File: src/shared/bsr_pkg.sv
`default_nettype none

package bsr_pkg;

  // Regulator instances and code width
  localparam int unsigned NUM_BUCKS = 2;
  localparam int unsigned CODE_W    = 6;
  localparam int unsigned MV_W      = 16;

  // Setpoint register selects on the register access port
  localparam logic [1:0] SEL_RUN   = 2'h0;
  localparam logic [1:0] SEL_STBY  = 2'h1;
  localparam logic [1:0] SEL_SLP   = 2'h2;

  // Chip operating state as delivered by the power sequencer
  localparam logic [1:0] PMIC_OFF  = 2'h0;
  localparam logic [1:0] PMIC_RUN  = 2'h1;
  localparam logic [1:0] PMIC_STBY = 2'h2;
  localparam logic [1:0] PMIC_SLP  = 2'h3;

  // Scaling select values
  localparam logic DVS_ON  = 1'h0;
  localparam logic DVS_OFF = 1'h1;

  // Reset values
  localparam logic [5:0]  CODE_RST = 6'h00;
  localparam logic [15:0] VOLT_RST = 16'h0000;

  // Voltages in units of 100 uV
  localparam logic [15:0] DVS_BASE = 16'h1770;
  localparam logic [15:0] DVS_STEP = 16'h007d;
  localparam logic [2:0]  FIXED_LAST = 3'h7;
  localparam logic [15:0] FIXED_V0 = 16'h2af8;
  localparam logic [15:0] FIXED_V1 = 16'h2ee0;
  localparam logic [15:0] FIXED_V2 = 16'h34bc;
  localparam logic [15:0] FIXED_V3 = 16'h3a98;
  localparam logic [15:0] FIXED_V4 = 16'h4650;
  localparam logic [15:0] FIXED_V5 = 16'h61a8;
  localparam logic [15:0] FIXED_V6 = 16'h7530;
  localparam logic [15:0] FIXED_V7 = 16'h80e8;

  typedef enum logic [1:0] {
    BSR_ST_OFF    = 2'b00,
    BSR_ST_ACTIVE = 2'b01
  } bsr_state_e;

endpackage

`default_nettype wire

File: src/rtl/bsr_top.sv
`default_nettype none

module bsr_top #(
  parameter int unsigned NB = bsr_pkg::NUM_BUCKS
) (
  input  wire logic           mclk_i,
  input  wire logic           rst_i,
  input  wire logic           ce_i,
  input  wire logic [1:0]     pmic_state_i,
  input  wire logic           processor_reset_out_n_i,
  input  wire logic [NB*6-1:0] factory_voltage_code_i,
  input  wire logic [NB-1:0]  factory_scaling_select_i,
  input  wire logic           reg_wr_i,
  input  wire logic           reg_rd_i,
  input  wire logic [$clog2(NB)-1:0] reg_buck_i,
  input  wire logic [1:0]     reg_sel_i,
  input  wire logic [5:0]     reg_wdata_i,
  output logic      [5:0]     reg_rdata_o,
  output logic                reg_ack_o,
  output logic                reg_err_o,
  output logic      [NB*6-1:0] target_code_o,
  output logic      [NB*16-1:0] target_volt_o,
  output logic                target_valid_o,
  output logic      [NB-1:0]  scaling_select_o
);

  bsr_pkg::bsr_state_e state;
  bsr_pkg::bsr_state_e next_state;

  logic [5:0]       run_sp      [NB];
  logic [5:0]       stby_sp     [NB];
  logic [5:0]       slp_sp      [NB];
  logic [5:0]       next_run_sp [NB];
  logic [5:0]       next_stby_sp[NB];
  logic [5:0]       next_slp_sp [NB];
  logic [NB-1:0]    sel_latch;
  logic [NB-1:0]    next_sel_latch;
  logic [5:0]       next_rdata;
  logic             next_ack;
  logic             next_err;
  logic [NB*6-1:0]  next_target_code;
  logic [NB*16-1:0] next_target_volt;
  logic             next_target_valid;
  logic [15:0]      dec_volt    [NB];
  logic [5:0]       chosen_code [NB];

  // Field widths of one buck inside the packed ports
  localparam int unsigned CW = bsr_pkg::CODE_W;
  localparam int unsigned VW = bsr_pkg::MV_W;

  // Setpoint picked by chip state
  function automatic logic [5:0] pick_sp(input logic [1:0] pst, input logic [5:0] r,
                                         input logic [5:0] s, input logic [5:0] l);
    logic [5:0] c;
    c = r;
    case (pst)
      bsr_pkg::PMIC_STBY: c = s;
      bsr_pkg::PMIC_SLP:  c = l;
      default:            c = r;
    endcase
    return c;
  endfunction

  // Write gate: live state, reset released, scaling enabled for that buck
  function automatic logic wr_allowed(input bsr_pkg::bsr_state_e st, input logic rel,
                                      input logic sel);
    return (st == bsr_pkg::BSR_ST_ACTIVE) && rel && (sel == bsr_pkg::DVS_ON);
  endfunction

  // Select and buck index both name a real setpoint
  function automatic logic in_range(input logic [1:0] s, input logic [$clog2(NB)-1:0] b);
    return (s <= bsr_pkg::SEL_SLP) && (32'(b) < NB);
  endfunction

  generate
    for (genvar g = 0; g < NB; g++) begin : g_buck
      always_comb begin
        chosen_code[g] = pick_sp(pmic_state_i, run_sp[g], stby_sp[g], slp_sp[g]);
      end
      bsr_decode u_dec (
        .code_i           (chosen_code[g]),
        .scaling_select_i (sel_latch[g]),
        .volt_o           (dec_volt[g])
      );
    end
  endgenerate

  always_comb begin
    next_state        = state;
    next_sel_latch    = sel_latch;
    next_rdata        = reg_rdata_o;
    next_ack          = 1'b0;
    next_err          = 1'b0;
    next_target_code  = target_code_o;
    next_target_volt  = target_volt_o;
    next_target_valid = 1'b0;
    for (int b = 0; b < NB; b++) begin
      next_run_sp[b]  = run_sp[b];
      next_stby_sp[b] = stby_sp[b];
      next_slp_sp[b]  = slp_sp[b];
    end

    case (state)
      bsr_pkg::BSR_ST_OFF: begin
        if (pmic_state_i == bsr_pkg::PMIC_RUN) begin
          next_state = bsr_pkg::BSR_ST_ACTIVE;
          // Mode is caught only here and held until the next power-up
          next_sel_latch = factory_scaling_select_i;
          for (int b = 0; b < NB; b++) begin
            next_run_sp[b]  = factory_voltage_code_i[b*CW +: CW];
            next_stby_sp[b] = factory_voltage_code_i[b*CW +: CW];
            next_slp_sp[b]  = factory_voltage_code_i[b*CW +: CW];
          end
        end
      end
      bsr_pkg::BSR_ST_ACTIVE: begin
        if (pmic_state_i == bsr_pkg::PMIC_OFF) begin
          next_state = bsr_pkg::BSR_ST_OFF;
        end
      end
      default: begin
        next_state = bsr_pkg::BSR_ST_OFF;
      end
    endcase

    // Register access; a write touches only the addressed buck
    if (reg_wr_i || reg_rd_i) begin
      next_ack = 1'b1;
      if (!in_range(reg_sel_i, reg_buck_i)) begin
        next_err   = 1'b1;
        next_rdata = bsr_pkg::CODE_RST;
      end else if (reg_rd_i) begin
        case (reg_sel_i)
          bsr_pkg::SEL_STBY: next_rdata = stby_sp[reg_buck_i];
          bsr_pkg::SEL_SLP:  next_rdata = slp_sp[reg_buck_i];
          default:           next_rdata = run_sp[reg_buck_i];
        endcase
      end else if (!wr_allowed(state, processor_reset_out_n_i, sel_latch[reg_buck_i])) begin
        next_err = 1'b1;
      end else begin
        case (reg_sel_i)
          bsr_pkg::SEL_STBY: next_stby_sp[reg_buck_i] = reg_wdata_i;
          bsr_pkg::SEL_SLP:  next_slp_sp[reg_buck_i]  = reg_wdata_i;
          default:           next_run_sp[reg_buck_i]  = reg_wdata_i;
        endcase
      end
    end

    // Regulator targets, valid only while powered
    if (state == bsr_pkg::BSR_ST_ACTIVE && pmic_state_i != bsr_pkg::PMIC_OFF) begin
      next_target_valid = 1'b1;
      for (int b = 0; b < NB; b++) begin
        next_target_code[b*CW +: CW] = chosen_code[b];
        next_target_volt[b*VW +: VW] = dec_volt[b];
      end
    end else begin
      next_target_code = '0;
      next_target_volt = '0;
    end
  end

  always_ff @(posedge mclk_i) begin
    if (rst_i) begin
      state          <= bsr_pkg::BSR_ST_OFF;
      sel_latch      <= '0;
      target_code_o  <= '0;
      target_volt_o  <= '0;
      target_valid_o <= 1'b0;
      for (int b = 0; b < NB; b++) begin
        run_sp[b]  <= bsr_pkg::CODE_RST;
        stby_sp[b] <= bsr_pkg::CODE_RST;
        slp_sp[b]  <= bsr_pkg::CODE_RST;
      end
    end else if (ce_i) begin
      state          <= next_state;
      sel_latch      <= next_sel_latch;
      target_code_o  <= next_target_code;
      target_volt_o  <= next_target_volt;
      target_valid_o <= next_target_valid;
      for (int b = 0; b < NB; b++) begin
        run_sp[b]  <= next_run_sp[b];
        stby_sp[b] <= next_stby_sp[b];
        slp_sp[b]  <= next_slp_sp[b];
      end
    end
  end

  // Register port answer, one cycle after the request
  always_ff @(posedge mclk_i) begin
    if (rst_i) begin
      reg_rdata_o <= bsr_pkg::CODE_RST;
      reg_ack_o   <= 1'b0;
      reg_err_o   <= 1'b0;
    end else if (ce_i) begin
      reg_rdata_o <= next_rdata;
      reg_ack_o   <= next_ack;
      reg_err_o   <= next_err;
    end
  end

  always_comb begin
    scaling_select_o = sel_latch;
  end

endmodule

`default_nettype wire

File: src/rtl/bsr_decode.sv
`default_nettype none

module bsr_decode (
  input  wire logic [5:0]  code_i,
  input  wire logic        scaling_select_i,
  output logic      [15:0] volt_o
);

  // Code to output voltage, 100 uV units
  function automatic logic [15:0] code_to_volt(input logic [5:0] code, input logic sel);
    logic [15:0] v;
    v = bsr_pkg::VOLT_RST;
    if (sel == bsr_pkg::DVS_ON) begin
      v = 16'(bsr_pkg::DVS_BASE + 16'(code) * bsr_pkg::DVS_STEP);
    end else if (code > 6'(bsr_pkg::FIXED_LAST)) begin
      v = bsr_pkg::FIXED_V7;
    end else begin
      case (code[2:0])
        3'h0:    v = bsr_pkg::FIXED_V0;
        3'h1:    v = bsr_pkg::FIXED_V1;
        3'h2:    v = bsr_pkg::FIXED_V2;
        3'h3:    v = bsr_pkg::FIXED_V3;
        3'h4:    v = bsr_pkg::FIXED_V4;
        3'h5:    v = bsr_pkg::FIXED_V5;
        3'h6:    v = bsr_pkg::FIXED_V6;
        default: v = bsr_pkg::FIXED_V7;
      endcase
    end
    return v;
  endfunction

  always_comb begin
    volt_o = code_to_volt(code_i, scaling_select_i);
  end

endmodule

`default_nettype wire

File: config.mk
export PLATFORM = sky130hd
export DESIGN_NAME = bsr_top
export DESIGN_NICKNAME = d
export VERILOG_FILES = /design/src/shared/bsr_pkg.sv /design/src/rtl/bsr_top.sv /design/src/rtl/bsr_decode.sv
export SDC_FILE = /design/constraint.sdc
export NUM_CORES = 1
export LEC_CHECK = 0
export ABC_AREA = 1
export BUFFER_PORTS_ARGS = -buffer_cell sky130_fd_sc_hd__buf_2
export CAP_MARGIN = 20
export CORE_MARGIN = 5
export CORE_UTILIZATION = 49
export CTS_CLUSTER_SIZE = 25
export DETAILED_ROUTE_END_ITERATION = 16
export GPL_ROUTABILITY_DRIVEN = 0
export PLACE_DENSITY = 0.73
export SYNTH_ARGS = -nofsm -noshare
export SYNTH_HDL_FRONTEND = slang
export SYNTH_HIERARCHICAL = 1
export SYNTH_SLANG_ARGS = --single-unit
File: constraint.sdc
create_clock -name mclk_i -period 5.6 [get_ports mclk_i]
set_clock_uncertainty 0.1 [all_clocks]
set_input_delay 0.84 -clock mclk_i [delete_from_list [all_inputs] [get_ports mclk_i]]
set_output_delay 0.84 -clock mclk_i [all_outputs]
set_load 0.05 [all_outputs]
==> results.yml <==
run_status:
  status: "completed"
final_layout:
  finalNetCount: 1317
  final_common_cell: "nand2_1"
  antennaDiodeCount: 0
  instances_no_fill: 1404
  synthToLayoutAreaGrowth_pct: 11.5
  drive_gt1_share_pct: 12.5
  layout_common_cells: "nand2_1 (350), inv_1 (176), nor2_1 (107), buf_2 (85), nand3_1 (84)"
logic_synthesis:
  synth_top_area_share_pct: 17.0
  synthSimpleGateAreaFrac_pct: 31.0
  synthXorXnorAreaFrac_pct: 0.453
  synth-seq-area-share_pct: 28.5
  synth_compound_area_share_pct: 8.56
  synthAdderAreaFrac_pct: 19.6
  syn-cell-area_um2: 7730
  synth_area_leaders: "nand2_1 (17%), dfxtp_1 (15%), edfxtp_1 (14%), ha_1 (12%), inv_1 (8.5%)"
  synth-warning-count: 6
  synth_top_family_by_area: "simple AND/OR/NAND/NOR gates"
  synthCells: 1111
  syn-num-nets: 1245
  yosysUniqueCellTypes: 38
  yosysTopAreaCell: "nand2_1"
  muxShareOfSynthArea_pct: 0
  synth.avg_cell_area_um2: 6.96
  ys_ff_latch: 92
setup_path:
  rr_endpoint: "target_volt_o[13]"
  critical_path_buf_inv_count: 5
  worstRegToRegCells: 20
  startpoint: "pmic_state_i[1]"
  cp_slowest_cell: "fa_1"
  crit_fanout: 12
  critPathKind: "input port to register"
  crit_end: "target_volt_o[13]"
  reg2reg_slack_ns: 1.08
  r2r_start: "slp_sp[0][2]"
  path_delay_family: "adder cells"
  worst-endpoint-arrival_ns: 5.20
  slowest_delay_ns: 0.55
  cp_cell_sequence: "buf_2 -> nand2_1 -> o221ai_1 -> inv_1 -> fa_1 -> inv_1 -> fa_1 -> fa_1 -> inv_1 -> fa_1 -> inv_1 -> ha_1 -> fa_1 -> nand2_1 -> nand2_1 -> nand3_1 -> nand3_1 -> nand3_1 -> nand2_1 -> nand2_1 -> nand2_1"
  crit_required_ns: 5.75
  cp.depth: 21
  start_kind: "input port"
  cpMostUsedCell: "nand2_1"
  critPathCaptureType: "register"
run:
  cap_violations: 0
clock_tree:
  path_clk_slew_ns: 0.08
  cts_resized: 0
  clk_latency_ns: 0.36
  root_buffer: "clkbuf_16"
  post_cts.repair.setup_buffers: 0
  htreeDepth: 3
  cts_tree: "built"
  cts_buffers: 9
  cts_buffer_depth: 2
  cts.sinks: 92
  ctsHoldBuffers: 0
routing:
  num_vias: 7119
  first_iter_violations: 759
  wl_per_cell_um: 14.4
  drcViolationCount: 0
  first_pass_iters: 6
  postRouteWirelength_um: 20300
  via_per_inst: 5.07
  antenna_left: 0
timing:
  finalSetupViolations: 0
  finalMaxSlewViolations: 0
  period_needed_ns: 5.05
  worst_pin_slew_ns: 1.00
  timing_hold_violations_final: 0
  rsz0062_at_grt: "no"
  finalCritPeriodShare_pct: 90.2
  tns_ns: 0
  slew_headroom_pct: 33.0
  fmax_ghz: 0.198
power:
  max-vdd-ir-drop_mv: 0.152
  power_leakage_nw: 4.80
  power_mw: 2.63
  p_per_area_nw_per_um2: 306
global_route:
  grt-ovfl-total: 0
  grt_pass1_wl_um: 33000
  grt_max_degree: 51
  grt_use_total_pct: 22.5
  first_global_vias: 6614
  grt_antenna_before_repair: 0
die:
  top_level_ports: 86
  die_h_um: 136
  rows: 46
  core_area_um2: 15700
  dieArea_um2: 18400
  dieWidth_um: 136
  initial_utilization_pct: 49.4
placement:
  port_buffers: 85
  dp_hpwl_um: 15300
  placed_cells: 1388
worst_hold_path:
  hold_class: "register to register"
## worst min path at each step
stage,start,to,depth (start not counted)
after global placement,reg_rdata_o[0],reg_rdata_o[0],2
after CTS,reg_rdata_o[0],reg_rdata_o[0],2
after floorplan,state[0],state[0],2
after detailed placement,reg_rdata_o[0],reg_rdata_o[0],2
after global routing,target_volt_o[18],target_volt_o[18],2
final,reg_rdata_o[0],reg_rdata_o[0],2
## logic make-up (layout without fill, tap and decap cells)
logic type / Yosys count / after routing
AND/OR/NAND/NOR: 572 / 572
AO/OA/AOI/OAI: 117 / 117
adder cells (fa/ha/maj): 103 / 103
flip-flops: 92 / 92
buffers and inverters: 223 / 300
XOR/XNOR: 4 / 4
## power by group
group / internal [mW] / switching, mW
clock network: 0.316 / 0.309
registers: 0.725 / 0.0184
logic: 0.496 / 0.769
## registers in the layout, summed over array words and instances, names as in the netlist
name              flops
target_volt_o        32
run_sp               12
slp_sp               12
stby_sp              12
target_code_o        12
reg_rdata_o           6
scaling_select_o      2
reg_ack_o             1
reg_err_o             1
state                 1
target_valid_o        1
## metal layers
layer / wire (µm) / global-route usage [%] / up-vias / share of wire [%]
li1: - / - / 3619 / -
met1: 9320 / 32.0 / 3225 / 46
met2: 9140 / 35.7 / 249 / 45
met3: 1480 / 3.19 / 26 / 7.3
met4: 334 / 6.77 / 0 / 1.6
met5: 0 / 0 / - / 0
## area by class of cell
type	count	area, µm²
Inverter	184	692
Tap cell	216	270
Fill cell	1531	7040
Clock buffer	9	225
Timing Repair Buffer	100	538
Multi-Input combinational cell	796	4620
Clock inverter	7	76.3
Sequential cell	92	2200
## through the flow
stage,area [µm²],util [%],hold slack (ns),setup WS (ns)
floorplan,7730,-,0.414,0.139
global placement,8320,53.1,0.351,0.287
detailed placement,8320,53.1,0.353,0.163
CTS,8620,55.1,0.364,0.541
global route,8620,55.1,0.384,0.175
finish,8620,55.1,0.366,0.550
## cell usage after synthesis
| library cell | n |
|---|---|
| inv_1 | 176 |
| dfxtp_1 | 56 |
| nand2_2 | 6 |
| nor2_2 | 3 |
| or2_2 | 5 |
| buf_2 | 14 |
| nor3_4 | 1 |
| clkinv_1 | 2 |
| a22oi_1 | 2 |
| inv_2 | 5 |
| nor2_1 | 107 |
| o311ai_0 | 1 |
| clkinv_2 | 1 |
| nand3b_2 | 2 |
| nand3_1 | 84 |
| buf_1 | 1 |
| a31oi_1 | 3 |
| xnor2_1 | 2 |
| o221ai_1 | 12 |
| nand3_2 | 5 |
| o21ai_1 | 7 |
| edfxtp_1 | 36 |
| nand3_4 | 1 |
| a21oi_1 | 26 |
| nor2_4 | 3 |
| o21ai_2 | 1 |
| nand3b_1 | 4 |
| buf_4 | 8 |
| nand2_1 | 350 |
| buf_12 | 1 |
| ha_1 | 73 |
| xor2_1 | 2 |
| o21ai_0 | 59 |
| buf_6 | 2 |
| fa_1 | 30 |
| a21o_1 | 6 |
| clkbuf_1 | 13 |
| nand4_1 | 1 |
## worst min-delay path: cells and delay by family, from the launching register on
family          cells  cell delay, ns
compound gates      1            0.05
simple gates        1            0.06
flops               1            0.31
No activity file was read; power rests on OpenSTA's default activity.
